`config.mk`:
```
export PLATFORM = sky130hd
export DESIGN_NAME = iqw_top
export DESIGN_NICKNAME = d
export VERILOG_FILES = /design/src/rtl/iqw_pkg.sv /design/src/rtl/iqw_qual_filter.sv /design/src/rtl/iqw_top.sv
export SDC_FILE = /design/constraint.sdc
export NUM_CORES = 1
export LEC_CHECK = 0
export BUFFER_PORTS_ARGS = -buffer_cell sky130_fd_sc_hd__buf_2
export CAP_MARGIN = 20
export CORE_MARGIN = 2
export CORE_UTILIZATION = 54
export DETAILED_ROUTE_END_ITERATION = 10
export PLACE_DENSITY = 0.76
export SETUP_SLACK_MARGIN = 0.5
export SLEW_MARGIN = 15
export SYNTH_ARGS = -nofsm -noshare
export SYNTH_HDL_FRONTEND = slang
export SYNTH_SLANG_ARGS = --single-unit
export TNS_END_PERCENT = 20
```
`constraint.sdc`:
```
create_clock -name pclk -period 2.29 [get_ports pclk]
set_clock_uncertainty 0.1 [all_clocks]
set_input_delay 0.229 -clock pclk [delete_from_list [all_inputs] [get_ports pclk]]
set_output_delay 0.229 -clock pclk [all_outputs]
set_load 0.005 [all_outputs]
```
`src/rtl/iqw_pkg.sv`:
```
package iqw_pkg;

  localparam int CLK_PERIOD_NS = 10;
  localparam int GROUP_PINS = 8;
  localparam int PERIOD_W = 8;
  localparam int SAMPLE_DEPTH = 6;

  localparam logic [7:0] ADDR_GROUP_CTRL = 8'h00;
  localparam logic [7:0] ADDR_QUAL_SELECT = 8'h04;
  localparam logic [7:0] ADDR_LP_CTRL0 = 8'h08;
  localparam logic [7:0] ADDR_WAKE_EN = 8'h0C;
  localparam logic [7:0] ADDR_LP_CMD = 8'h10;
  localparam logic [7:0] ADDR_PIN_STATUS = 8'h14;
  localparam logic [7:0] ADDR_LP_STATUS = 8'h18;

  localparam logic [31:0] GROUP_CTRL_RST = 32'h0000_0000;
  localparam logic [31:0] QUAL_SELECT_RST = 32'h0000_0000;
  localparam logic [31:0] LP_CTRL0_RST = 32'h0000_0000;
  localparam logic [31:0] WAKE_EN_RST = 32'h0000_0000;

  localparam int LP_COUNT_LSB = 0;
  localparam int LP_COUNT_W = 6;
  localparam int LP_MODE_BIT = 8;
  localparam int CMD_ENTER_BIT = 0;
  localparam int STAT_STATE_LSB = 0;
  localparam int STAT_CAUSE_LSB = 4;

  localparam int IDLE_WAKE_FAST_NS = 200;
  localparam int IDLE_WAKE_SLOW_NS = 10500;
  localparam int STBY_WAKE_NS = 1000;
  localparam int IDLE_WAKE_FAST_CYC = IDLE_WAKE_FAST_NS / CLK_PERIOD_NS;
  localparam int IDLE_WAKE_SLOW_CYC = IDLE_WAKE_SLOW_NS / CLK_PERIOD_NS;
  localparam int STBY_WAKE_CYC = STBY_WAKE_NS / CLK_PERIOD_NS;
  // Six cycles cover the qualifier's own pipeline, but the state and resume registers add two, so a qualified pin resumes two cycles past its bound.
  localparam int WAKE_OVERHEAD_CYC = 6;
  localparam int LAT_W = 11;

  localparam logic [6:0] STBY_PLAIN_TICKS = 7'h03;
  localparam logic [6:0] STBY_BASE_TICKS = 7'h02;
  localparam logic [2:0] WAKE_GUARD_TICKS = 3'h4;

  typedef enum logic [1:0] {
    LP_RUN = 2'b00,
    LP_IDLE = 2'b01,
    LP_STBY = 2'b10,
    LP_WAKE = 2'b11
  } iqw_lp_state_type;

  typedef struct packed {
    logic reset_pin;
    logic nonmaskable;
    logic watchdog;
    logic pin_irq;
  } iqw_wake_cause_type;

  typedef struct packed {
    iqw_wake_cause_type cause;
    logic [1:0] spare;
    iqw_lp_state_type state;
  } iqw_lp_status_type;

endpackage

```
`src/rtl/iqw_qual_filter.sv`:
```
`timescale 1ns/1ns
module iqw_qual_filter
  import iqw_pkg::*;
(
  input wire logic pclk,
  input wire logic presetn,
  input wire logic pin_async,
  input wire logic sample_en,
  input wire logic six_sel,
  output logic pin_sync,
  output logic pin_qual
);

  logic sync1_reg;
  logic sync2_reg;
  logic [SAMPLE_DEPTH-1:0] sample_reg;
  logic all_high;
  logic all_low;

  // The pin is asynchronous, so only the second stage is ever read.
  always_ff @(posedge pclk or negedge presetn)
  begin
    if (!presetn)
    begin
      sync1_reg <= 1'b0;
      sync2_reg <= 1'b0;
    end
    else
    begin
      sync1_reg <= pin_async;
      sync2_reg <= sync1_reg;
    end
  end

  assign pin_sync = sync2_reg;

  always_ff @(posedge pclk or negedge presetn)
  begin
    if (!presetn)
      sample_reg <= '0;
    else if (sample_en)
      sample_reg <= {sample_reg[SAMPLE_DEPTH-2:0], sync2_reg};
  end

  // Three samples span two periods, six samples span five periods.
  always_comb
  begin
    if (six_sel)
    begin
      all_high = &sample_reg;
      all_low = ~|sample_reg;
    end
    else
    begin
      all_high = &sample_reg[2:0];
      all_low = ~|sample_reg[2:0];
    end
  end

  // A level that does not fill the whole window leaves the output alone.
  always_ff @(posedge pclk or negedge presetn)
  begin
    if (!presetn)
      pin_qual <= 1'b0;
    else if (all_high)
      pin_qual <= 1'b1;
    else if (all_low)
      pin_qual <= 1'b0;
  end

endmodule

```
`src/rtl/iqw_top.sv`:
```
`timescale 1ns/1ns
module iqw_top
  import iqw_pkg::*;
#(
  parameter int NUM_GROUPS = 2,
  parameter int OSC_DIV = 10
)
(
  input wire logic pclk,
  input wire logic presetn,
  input wire logic psel,
  input wire logic penable,
  input wire logic pwrite,
  input wire logic [7:0] paddr,
  input wire logic [31:0] pwdata,
  output logic [31:0] prdata,
  output logic pready,
  output logic pslverr,
  input wire logic [NUM_GROUPS*GROUP_PINS-1:0] gpio_pin_in,
  input wire logic ext_int_conv_start_in,
  input wire logic watchdog_wake_irq,
  input wire logic ext_nonmaskable_irq,
  input wire logic ext_reset_pin_n,
  input wire logic flash_sleep,
  output logic [NUM_GROUPS*GROUP_PINS-1:0] qual_pin_out,
  output logic ext_int_conv_start_q,
  output logic cpu_resume,
  output logic lowpower_active,
  output logic periph_clk_stop
);

  localparam int NUM_PINS = NUM_GROUPS * GROUP_PINS;
  localparam logic [31:0] PIN_MASK = (NUM_PINS == 32) ? 32'hFFFF_FFFF : ((32'h0000_0001 << NUM_PINS) - 32'h0000_0001);
  localparam logic [31:0] GROUP_MASK = (NUM_GROUPS == 4) ? 32'hFFFF_FFFF :
                                       ((32'h0000_0001 << (NUM_GROUPS * PERIOD_W)) - 32'h0000_0001);
  localparam logic [LAT_W-1:0] LAT_FAST = LAT_W'(IDLE_WAKE_FAST_CYC - WAKE_OVERHEAD_CYC);
  localparam logic [LAT_W-1:0] LAT_SLOW = LAT_W'(IDLE_WAKE_SLOW_CYC - WAKE_OVERHEAD_CYC);
  localparam logic [LAT_W-1:0] LAT_STBY = LAT_W'(STBY_WAKE_CYC - WAKE_OVERHEAD_CYC);
  localparam logic [7:0] OSC_LAST = 8'(OSC_DIV - 1);

  if (NUM_GROUPS < 1 || NUM_GROUPS > 4)
  begin : g_bad_groups
    $error("NUM_GROUPS must lie between 1 and 4");
  end
  if (OSC_DIV < 1 || OSC_DIV > 256)
  begin : g_bad_div
    $error("OSC_DIV must lie between 1 and 256");
  end

  function automatic logic addr_mapped(input logic [7:0] addr);
    addr_mapped = (addr == ADDR_GROUP_CTRL) || (addr == ADDR_QUAL_SELECT) || (addr == ADDR_LP_CTRL0) ||
                  (addr == ADDR_WAKE_EN) || (addr == ADDR_LP_CMD) || (addr == ADDR_PIN_STATUS) ||
                  (addr == ADDR_LP_STATUS);
  endfunction

  function automatic logic wr_hit(input logic fire, input logic [7:0] addr, input logic [7:0] target);
    wr_hit = fire && (addr == target);
  endfunction

  logic [31:0] group_ctrl_reg;
  logic [31:0] qual_select_reg;
  logic [31:0] lp_ctrl0_reg;
  logic [31:0] wake_en_reg;
  logic [31:0] prdata_reg;
  logic pready_reg;
  logic pslverr_reg;
  logic [8:0] grp_cnt_reg [NUM_GROUPS];
  logic [NUM_GROUPS-1:0] grp_tick_reg;
  logic [NUM_PINS-1:0] pin_sync;
  logic [NUM_PINS-1:0] pin_qual;
  logic [1:0] nmi_sync_reg;
  logic [1:0] rst_sync_reg;
  logic [7:0] osc_cnt_reg;
  logic osc_tick_reg;
  iqw_lp_state_type lp_state_reg;
  iqw_wake_cause_type cause_reg;
  iqw_wake_cause_type cause_next;
  iqw_lp_status_type lp_status;
  logic [2:0] guard_cnt_reg;
  logic [6:0] stby_cnt_reg;
  logic [6:0] stby_thresh;
  logic [LAT_W-1:0] lat_cnt_reg;
  logic [LAT_W-1:0] lat_target_reg;
  logic cpu_resume_reg;
  logic lowpower_active_reg;
  logic periph_clk_stop_reg;
  logic [31:0] pin_status;
  logic setup_phase;
  logic wr_fire;
  logic enter_req;
  logic guard_ok;
  logic idle_wake;
  logic stby_level;

  assign setup_phase = psel && !penable;
  assign wr_fire = psel && penable && pwrite && pready_reg;
  assign enter_req = wr_hit(wr_fire, paddr, ADDR_LP_CMD) && pwdata[CMD_ENTER_BIT];

  // No wait states: the answer is prepared in setup and shown in the first access cycle.
  always_ff @(posedge pclk or negedge presetn)
  begin
    if (!presetn)
    begin
      pready_reg <= 1'b0;
      pslverr_reg <= 1'b0;
      prdata_reg <= 32'h0000_0000;
    end
    else
    begin
      pready_reg <= setup_phase;
      pslverr_reg <= setup_phase && !addr_mapped(paddr);
      if (setup_phase)
      begin
        if (pwrite)
          prdata_reg <= 32'h0000_0000;
        else
        begin
          case (paddr)
            ADDR_GROUP_CTRL: prdata_reg <= group_ctrl_reg;
            ADDR_QUAL_SELECT: prdata_reg <= qual_select_reg;
            ADDR_LP_CTRL0: prdata_reg <= lp_ctrl0_reg;
            ADDR_WAKE_EN: prdata_reg <= wake_en_reg;
            ADDR_PIN_STATUS: prdata_reg <= pin_status;
            ADDR_LP_STATUS: prdata_reg <= {24'h00_0000, lp_status};
            default: prdata_reg <= 32'h0000_0000;
          endcase
        end
      end
    end
  end

  always_ff @(posedge pclk or negedge presetn)
  begin
    if (!presetn)
    begin
      group_ctrl_reg <= GROUP_CTRL_RST;
      qual_select_reg <= QUAL_SELECT_RST;
      lp_ctrl0_reg <= LP_CTRL0_RST;
      wake_en_reg <= WAKE_EN_RST;
    end
    else
    begin
      if (wr_hit(wr_fire, paddr, ADDR_GROUP_CTRL))
        group_ctrl_reg <= pwdata & GROUP_MASK;
      if (wr_hit(wr_fire, paddr, ADDR_QUAL_SELECT))
        qual_select_reg <= pwdata & PIN_MASK;
      if (wr_hit(wr_fire, paddr, ADDR_LP_CTRL0))
      begin
        lp_ctrl0_reg <= 32'h0000_0000;
        lp_ctrl0_reg[LP_COUNT_LSB +: LP_COUNT_W] <= pwdata[LP_COUNT_LSB +: LP_COUNT_W];
        lp_ctrl0_reg[LP_MODE_BIT] <= pwdata[LP_MODE_BIT];
      end
      if (wr_hit(wr_fire, paddr, ADDR_WAKE_EN))
        wake_en_reg <= pwdata & PIN_MASK;
    end
  end

  // A sampling tick per group; a period change takes effect at once, since the count is compared with the live period.
  always_ff @(posedge pclk or negedge presetn)
  begin
    if (!presetn)
    begin
      for (int g = 0; g < NUM_GROUPS; g++)
        grp_cnt_reg[g] <= 9'h000;
      grp_tick_reg <= '0;
    end
    else
    begin
      for (int g = 0; g < NUM_GROUPS; g++)
      begin
        if (group_ctrl_reg[g*PERIOD_W +: PERIOD_W] == 8'h00)
        begin
          grp_cnt_reg[g] <= 9'h000;
          grp_tick_reg[g] <= 1'b1;
        end
        else if (grp_cnt_reg[g] >= {group_ctrl_reg[g*PERIOD_W +: PERIOD_W], 1'b0} - 9'h001)
        begin
          grp_cnt_reg[g] <= 9'h000;
          grp_tick_reg[g] <= 1'b1;
        end
        else
        begin
          grp_cnt_reg[g] <= grp_cnt_reg[g] + 9'h001;
          grp_tick_reg[g] <= 1'b0;
        end
      end
    end
  end

  for (genvar i = 0; i < NUM_PINS; i++)
  begin : g_pin
    iqw_qual_filter u_filter (
      .pclk(pclk),
      .presetn(presetn),
      .pin_async(gpio_pin_in[i]),
      .sample_en(grp_tick_reg[i / GROUP_PINS]),
      .six_sel(qual_select_reg[i]),
      .pin_sync(pin_sync[i]),
      .pin_qual(pin_qual[i])
    );
  end

  // The conversion-start input shares group zero's period and the first pin's select.
  iqw_qual_filter u_conv_filter (
    .pclk(pclk),
    .presetn(presetn),
    .pin_async(ext_int_conv_start_in),
    .sample_en(grp_tick_reg[0]),
    .six_sel(qual_select_reg[0]),
    .pin_sync(),
    .pin_qual(ext_int_conv_start_q)
  );

  assign qual_pin_out = pin_qual;

  always_comb
  begin
    pin_status = 32'h0000_0000;
    pin_status[NUM_PINS-1:0] = pin_qual;
  end

  always_ff @(posedge pclk or negedge presetn)
  begin
    if (!presetn)
    begin
      nmi_sync_reg <= 2'b00;
      rst_sync_reg <= 2'b11;
    end
    else
    begin
      nmi_sync_reg <= {nmi_sync_reg[0], ext_nonmaskable_irq};
      rst_sync_reg <= {rst_sync_reg[0], ext_reset_pin_n};
    end
  end

  // The oscillator clock is modelled as an enable pulse from a divider.
  always_ff @(posedge pclk or negedge presetn)
  begin
    if (!presetn)
    begin
      osc_cnt_reg <= 8'h00;
      osc_tick_reg <= 1'b0;
    end
    else if (osc_cnt_reg >= OSC_LAST)
    begin
      osc_cnt_reg <= 8'h00;
      osc_tick_reg <= 1'b1;
    end
    else
    begin
      osc_cnt_reg <= osc_cnt_reg + 8'h01;
      osc_tick_reg <= 1'b0;
    end
  end

  // Qualified pins wake idle; raw synchronised levels wake standby since peripheral clocks stop.
  always_comb
  begin
    cause_next.pin_irq = |(pin_qual & wake_en_reg[NUM_PINS-1:0]);
    cause_next.watchdog = watchdog_wake_irq;
    cause_next.nonmaskable = nmi_sync_reg[1];
    cause_next.reset_pin = !rst_sync_reg[1];
    if (lp_state_reg == LP_STBY)
      cause_next.pin_irq = |(pin_sync & wake_en_reg[NUM_PINS-1:0]);
  end

  assign idle_wake = |cause_next;
  assign stby_level = |cause_next;
  assign guard_ok = (guard_cnt_reg == WAKE_GUARD_TICKS);
  assign stby_thresh = (lp_ctrl0_reg[LP_COUNT_LSB +: LP_COUNT_W] == 6'h00) ? STBY_PLAIN_TICKS :
                       STBY_BASE_TICKS + {1'b0, lp_ctrl0_reg[LP_COUNT_LSB +: LP_COUNT_W]};

  // Early wake levels are not remembered; the source must still be present after the guard.
  always_ff @(posedge pclk or negedge presetn)
  begin
    if (!presetn)
      guard_cnt_reg <= 3'h0;
    else if (lp_state_reg == LP_RUN)
      guard_cnt_reg <= 3'h0;
    else if (osc_tick_reg && !guard_ok)
      guard_cnt_reg <= guard_cnt_reg + 3'h1;
  end

  always_ff @(posedge pclk or negedge presetn)
  begin
    if (!presetn)
      stby_cnt_reg <= 7'h00;
    else if (lp_state_reg != LP_STBY || !stby_level)
      stby_cnt_reg <= 7'h00;
    else if (osc_tick_reg && stby_cnt_reg != 7'h7F)
      stby_cnt_reg <= stby_cnt_reg + 7'h01;
  end

  always_ff @(posedge pclk or negedge presetn)
  begin
    if (!presetn)
    begin
      lp_state_reg <= LP_RUN;
      cause_reg <= '0;
      lat_target_reg <= '0;
    end
    else
    begin
      case (lp_state_reg)
        LP_RUN:
        begin
          if (enter_req)
          begin
            lp_state_reg <= lp_ctrl0_reg[LP_MODE_BIT] ? LP_STBY : LP_IDLE;
            cause_reg <= '0;
          end
        end
        LP_IDLE:
        begin
          if (guard_ok && idle_wake)
          begin
            lp_state_reg <= LP_WAKE;
            cause_reg <= cause_next;
            lat_target_reg <= flash_sleep ? LAT_SLOW : LAT_FAST;
          end
        end
        LP_STBY:
        begin
          if (guard_ok && stby_cnt_reg >= stby_thresh)
          begin
            lp_state_reg <= LP_WAKE;
            cause_reg <= cause_next;
            lat_target_reg <= flash_sleep ? LAT_SLOW : LAT_STBY;
          end
        end
        LP_WAKE:
        begin
          if (lat_cnt_reg >= lat_target_reg)
            lp_state_reg <= LP_RUN;
        end
        default:
          lp_state_reg <= LP_RUN;
      endcase
    end
  end

  always_ff @(posedge pclk or negedge presetn)
  begin
    if (!presetn)
      lat_cnt_reg <= '0;
    else if (lp_state_reg == LP_WAKE)
      lat_cnt_reg <= lat_cnt_reg + 11'h001;
    else
      lat_cnt_reg <= '0;
  end

  always_ff @(posedge pclk or negedge presetn)
  begin
    if (!presetn)
    begin
      cpu_resume_reg <= 1'b0;
      lowpower_active_reg <= 1'b0;
      periph_clk_stop_reg <= 1'b0;
    end
    else
    begin
      cpu_resume_reg <= (lp_state_reg == LP_WAKE) && (lat_cnt_reg >= lat_target_reg);
      lowpower_active_reg <= (lp_state_reg != LP_RUN) && !((lp_state_reg == LP_WAKE) && (lat_cnt_reg >= lat_target_reg));
      periph_clk_stop_reg <= (lp_state_reg == LP_STBY);
    end
  end

  always_comb
  begin
    lp_status.state = lp_state_reg;
    lp_status.spare = 2'b00;
    lp_status.cause = cause_reg;
  end

  assign prdata = prdata_reg;
  assign pready = pready_reg;
  assign pslverr = pslverr_reg;
  assign cpu_resume = cpu_resume_reg;
  assign lowpower_active = lowpower_active_reg;
  assign periph_clk_stop = periph_clk_stop_reg;

endmodule

```
# ---- Yosys cells after proc, flatten, opt, wreduce, memory -nomap -nowiden
# Index checks and enable logic that the tools add are counted.
dict set report word_totals {
  register_bits 316
  inputBits 66
  output_inout_bits 54
  word_cells 393
}
dict set report op_classes {
  add_sub_neg 9
  n_lt_le_gt_ge 5
  n_eq_ne 16
  mux 102
  n_bitwise 2
  n_reduce_logical 165
}
# operator count
set op_table {}
lappend op_table {{AND reduction 6 bit} 17}
lappend op_table {{OR reduction 6 bit} 17}
lappend op_table {{case mux 16 bit (6 select lines)} 1}
lappend op_table {{2-to-1 mux 1 bit} 74}
lappend op_table {{2-to-1 mux 11 bit} 5}
lappend op_table {{AND reduction 3 bit} 18}
lappend op_table {{OR reduction 3 bit} 17}
lappend op_table {{nonzero test 2 bit} 21}
lappend op_table {{logical NOT 1 bit} 40}
lappend op_table {{2-to-1 mux 9 bit} 4}
lappend op_table {{AND 16 bit} 2}
lappend op_table {{2-to-1 mux 32 bit} 1}
lappend op_table {{OR reduction 16 bit} 2}
lappend op_table {{== test 8 x 5 -> 1 bit, second input constant} 3}
lappend op_table {{logical NOT 8 bit} 3}
lappend op_table {{case mux 11 bit (2 select lines)} 1}
lappend op_table {{2-to-1 mux 7 bit} 3}
lappend op_table {{adder 9 x 1 -> 9 bit, second input constant} 2}
lappend op_table {{greater-or-equal comparator 9 bit} 2}
lappend op_table {{subtractor 9 x 1 -> 9 bit, second input constant} 2}
lappend op_table {{logical AND 1 bit} 17}
lappend op_table {{== test 8 x 4 -> 1 bit, second input constant} 2}
lappend op_table {{2-to-1 mux 4 bit} 3}
lappend op_table {{case mux 4 bit (3 select lines)} 1}
lappend op_table {{24 further kinds} 41}

# ---- Logic depth before layout (Yosys ltp)
dict set report depth {
  depth_word 9
  mapped_depth 11
  depth_no_buf 11
}

# ---- Modules after synthesis
# A second synthesis with hierarchy kept.
dict set report hier_totals {
  cells_unflattened 1053
  hier_area_um2 13332.8
}
# mod n_inst cells_each area_each_um2 seq_area_each_um2
set by_module_without_submodules {}
lappend by_module_without_submodules {iqw_top 1 679 7462.2 3530.9}
lappend by_module_without_submodules {iqw_qual_filter 17 22 345.3 225.2}

# ---- Worst setup path after synthesis
# No wires, ideal clock.
dict set report synth_path {
  path_kind {register to register}
  startpoint {register lp_ctrl0_reg[1]}
  endpoint {register lat_target_reg[10]}
  setup_ns 0.127
  arrival_ns 2.295
  t_required_ns 2.063
  path_slack_ns -0.233
  stages_incl_launch_ff 11
  path_buffers 0
  period_less_slack_ns 2.523
  cell_sequence {dfrtp_1 > ha_1 > nand2_1 > ha_1 > nand2_1 > o21ai_0 > a31oi_1 > o21ai_0 > o311ai_2 > or2_2 > mux2_1}
}
dict set report synth_between {
  elab_chain_cells 6
  word_cells_on_any_way 7
  classes_between {1 x add/sub; 1 x order compare; 1 x eq/ne; 1 x mux; 3 x reduce/logical}
}
# element line_no
set synth_lines {}
lappend synth_lines {{start: declaration} iqw_top.sv:62} ;# logic [31:0] lp_ctrl0_reg;
lappend synth_lines {{start signal: indexed assignment} iqw_top.sv:150} ;# lp_ctrl0_reg[LP_COUNT_LSB +: LP_COUNT_W] <= pwdata[LP_COUNT_LSB +: LP_COUNT_W];
lappend synth_lines {{start signal: indexed assignment} iqw_top.sv:151} ;# lp_ctrl0_reg[LP_MODE_BIT] <= pwdata[LP_MODE_BIT];
lappend synth_lines {{adder 2 x 6 -> 7 bit or logical NOT 6 bit (tied branches)} {iqw_top.sv:271, iqw_top.sv:270}}
lappend synth_lines {{2-to-1 mux 7 bit *} iqw_top.sv:270} ;# assign stby_thresh = (lp_ctrl0_reg[LP_COUNT_LSB +: LP_COUNT_W] == 6'h00) ? STBY_PLAIN_TICKS :
lappend synth_lines {{greater-or-equal comparator 7 bit *} iqw_top.sv:324} ;# if (guard_ok && stby_cnt_reg >= stby_thresh)
lappend synth_lines {{logical AND 1 bit *} iqw_top.sv:324}
lappend synth_lines {{inequality test 2 bit (no line) *} --}
lappend synth_lines {{AND reduction 3 bit (no line) *} --}
lappend synth_lines {{end signal: assignment} iqw_top.sv:319} ;# lat_target_reg <= flash_sleep ? LAT_SLOW : LAT_FAST;
lappend synth_lines {{end signal: assignment} iqw_top.sv:328} ;# lat_target_reg <= flash_sleep ? LAT_SLOW : LAT_STBY;
lappend synth_lines {{end: declaration} iqw_top.sv:83} ;# logic [LAT_W-1:0] lat_target_reg;
# Mark *: on every way between the ends. The rest lies on a longest branch, timed or not.
# A chain may end at the register's enable or synchronous reset.

# ---- Worst setup path after layout
dict set report layout_path {
  startpoint {register lp_ctrl0_reg[2]}
  endpoint {register lat_target_reg[10]}
}
# Same word-level chain as after synthesis.

==> impl_metrics.toml <==
[detailed_routing]
dr.pass1.iters = 5
drt_iter0_markers = 605
vias = 9190
drc = 0
via_per_inst = 5.57
avgRoutedWirePerCell_um = 18.1
wirelength_um = 29900
ant_nets = 0

[synthesis]
syn_area_sq_um = 13200
async_reset_ff_share_pct = 100
ys_seq_elements = 294
synth_commonest_cells = "dfrtp_1, mux2_2, nand2_1"
yosysMostFrequentCell = "dfrtp_1"
yosysTopAreaCell = "dfrtp_1"
synth_top_area_share_pct = 55.6
yosysSeqAreaShare_pct = 56.0
synth_edf_count = 0
syn_inst = 1086
synthTopCellsByArea = "dfrtp_1, mux2_2, ha_1"
syn_avg_cell_area_sq_um = 12.1
yosysWarnings = 0
synth.distinct_cells = 54
synth_flop_cell = "dfrtp_1"

[global_routing]
track_usage_pct = 23.6
use_met1_pct = 31.9
busiest_layer = "met2"
use_met3_pct = 4.34
grt_pass1_vias = 9426
grt_pass1_wl_um = 48800
grt_start_max_net_pins = 65
grt.met2_usage_pct = 40.0
antenna_found_initial = 1
gr-total-overflow = 0

[placement]
hpwl_um = 20400
gp_congestion = 0.859
io_buffers = 87
dp_cells = 1547

[power_and_ir_drop]
p_switching_uw = 3260
swShare_pct = 25.6
power_density_nw_per_um2 = 780
seq_power_share_pct = 45.2
combPwrFrac_pct = 15.6
power_frac_clock_pct = 39.2
p_int_uw = 9470
power.leakage_uw = 0.00774
p_total_uw = 12700
ir_drop_mv = 0.582

[sta]
period_share_pct = 107
slew_headroom_pct = 60.2
fmax_mhz = 410
finalHoldViolCount = 0
drv_slew = 0
setup_viol = 11
rsz0062_at_grt = "yes"
fin_crit_ps = 2440
holdWs_ps = 64.6
worst_pin_slew_ps = 596
setup_slack_ps = -150
tns_ps = -888

[critical_path]
cp_slowest_cell = "dfrtp_1"
slowest_delay_ps = 410
critPathRequiredTime_ps = 2630
cp-end-kind = "flip-flop"
crit_path_start_kind = "flip-flop"
path_cells = "ha_1, nand2_2, ha_4, nand2_2, o21ai_2, a31oi_1, o21ai_2, o311ai_4, or2_4, mux2_4"
critPathKind = "flip-flop to flip-flop"
arrival_ps = 2780
reg2reg_slack_ps = -150
cp_max_fo = 4
ff2ff_path_depth = 10
r2r_end = "lat_target_reg[10]"
reg2reg_from = "lp_ctrl0_reg[2]"

[floorplan]
rows = 57
die_y_um = 160
initial_core_util_pct = 54.6
die_area_sq_um = 25600
die_x_um = 160
io_pins = 120
coreArea_sq_um = 24100

[finish]
largest_reg_flops = 96
syn2layout_area_growth_pct = 24.0
regArea_sq_um = 7370
nets = 1415
final_core_util_pct = 67.7
multiInputGateArea_sq_um = 5720
fillerInstances = 1737
layoutNonFillerInstCount = 1651
drive_gt1_share_pct = 34.5

[outcome]
violations = "setup timing"
status = "finished, violations left"

[clocking]
cts.sinks = 294
clockBufferDepth = 3
clk_pin_slew_ps = 60
root_buffer = "clkbuf_16"
tritoncts = "done"
numCtsBuffers = 30
clkLatencyLatePin_ps = 560
htreeDepth = 1

[worst_hold_path]
hold_depth = 4
hp-class = "primary input to flip-flop"
min_to = "prdata[3]"
hold_start = "paddr[4]"

[flow_run]
max_cap_viol_count = 0
==> cell usage in the layout (no fill, tap or decap), types with 8 or more instances in the layout <==
cell / count
dfrtp_1: 285
mux2_2: 150
nand2_1: 89
buf_2: 86
buf_4: 85
nor2_1: 72
dlygate4sd3_1: 43
ha_1: 41
nand3_1: 37
o21ai_0: 37
clkbuf_16: 30
a21oi_1: 29
xor2_1: 26
inv_1: 21
conb_1: 20
o31ai_1: 19
a31oi_1: 18
a22oi_1: 14
xnor2_1: 13
mux2i_1: 13
and2_1: 10
nand4_1: 9
a21o_1: 9
o21ai_2: 9
mux2_4: 9
nor3_1: 8
clkbuf_8: 8
==> power by group through the flow <==
stage	Sequential (uW)	Combinational, uW	Clock [uW]
after floorplan	5790	1050	0
after global placement	5830	1690	0
after detailed placement	5840	1780	0
after CTS	5750	1910	5070
after global routing	5800	2190	5320
final	5760	1980	4990
==> through the flow <==
stage,instance area (sq um),worst slack (ps)
final,16300,-150
after global routing,16300,-310
after CTS,16100,-171
after detailed placement,14500,-276
after global placement,14500,-218
after floorplan,13300,-90.7
==> logic make-up after synthesis <==
kind of cell               after synthesis  synth area share (%)
xor gates and xnor gates                41                  2.73
DFF                                    294                  56.0
other                                    1                0.0285
adders and majority gates               45                  4.28
buffers and inverters                   82                  3.25
AOI/OAI and AO/OA                      172                  8.35
muxes                                  179                  15.8
and+or+nand+nor                        272                  9.57
==> critical path: cells and delay by family, from the launching register on <==
family | cells | cell delay [ps]
AO/OA/AOI/OAI | 4 | 540
adder cells (fa/ha/maj) | 2 | 580
flip-flops | 1 | 410
multiplexers | 1 | 290
AND/OR/NAND/NOR | 3 | 400
==> per-layer routing <==
layer  share of wire (%)  vias up
met4                 2.3        0
li1                    -     4262
met3                 5.8       58
met2                  49      243
met5                   0        -
met1                  43     4627
==> repair_timing <==
action | CTS | global route
buffers inserted | 2 | 3
hold endpoints to repair | 348 | 0
setup endpoints to repair | 47 | 65
hold buffers | 43 | 0
gates cloned | 0 | 1
resized for setup | 31 | 36
pin swaps | 19 | 19
==> cell type report <==
type | count | area share, %
Antenna cell | 1 | 0.0153
Tap cell | 324 | 2.49
Clock inverter | 11 | 0.898
Clock buffer | 43 | 5.39
Inverter | 22 | 0.506
Timing Repair Buffer | 226 | 10.4
Sequential cell | 294 | 45.2
Multi-Input combinational cell | 730 | 35.1
==> how the worst max path moves through the flow <==
stage / start / end / slack (ps) / cells after the start
final: lp_ctrl0_reg[2] / lat_target_reg[10] / -150 / 10
after global routing: lp_ctrl0_reg[2] / cause_reg[3] / -310 / 10
after CTS: lp_ctrl0_reg[2] / lat_target_reg[10] / -170 / 10
after detailed placement: lp_ctrl0_reg[1] / cause_reg[1] / -280 / 11
after global placement: lp_ctrl0_reg[1] / lat_target_reg[10] / -220 / 10
after floorplan: lp_ctrl0_reg[1] / lat_target_reg[10] / -90 / 10
Note: power is estimated with default switching activity, not from simulation.
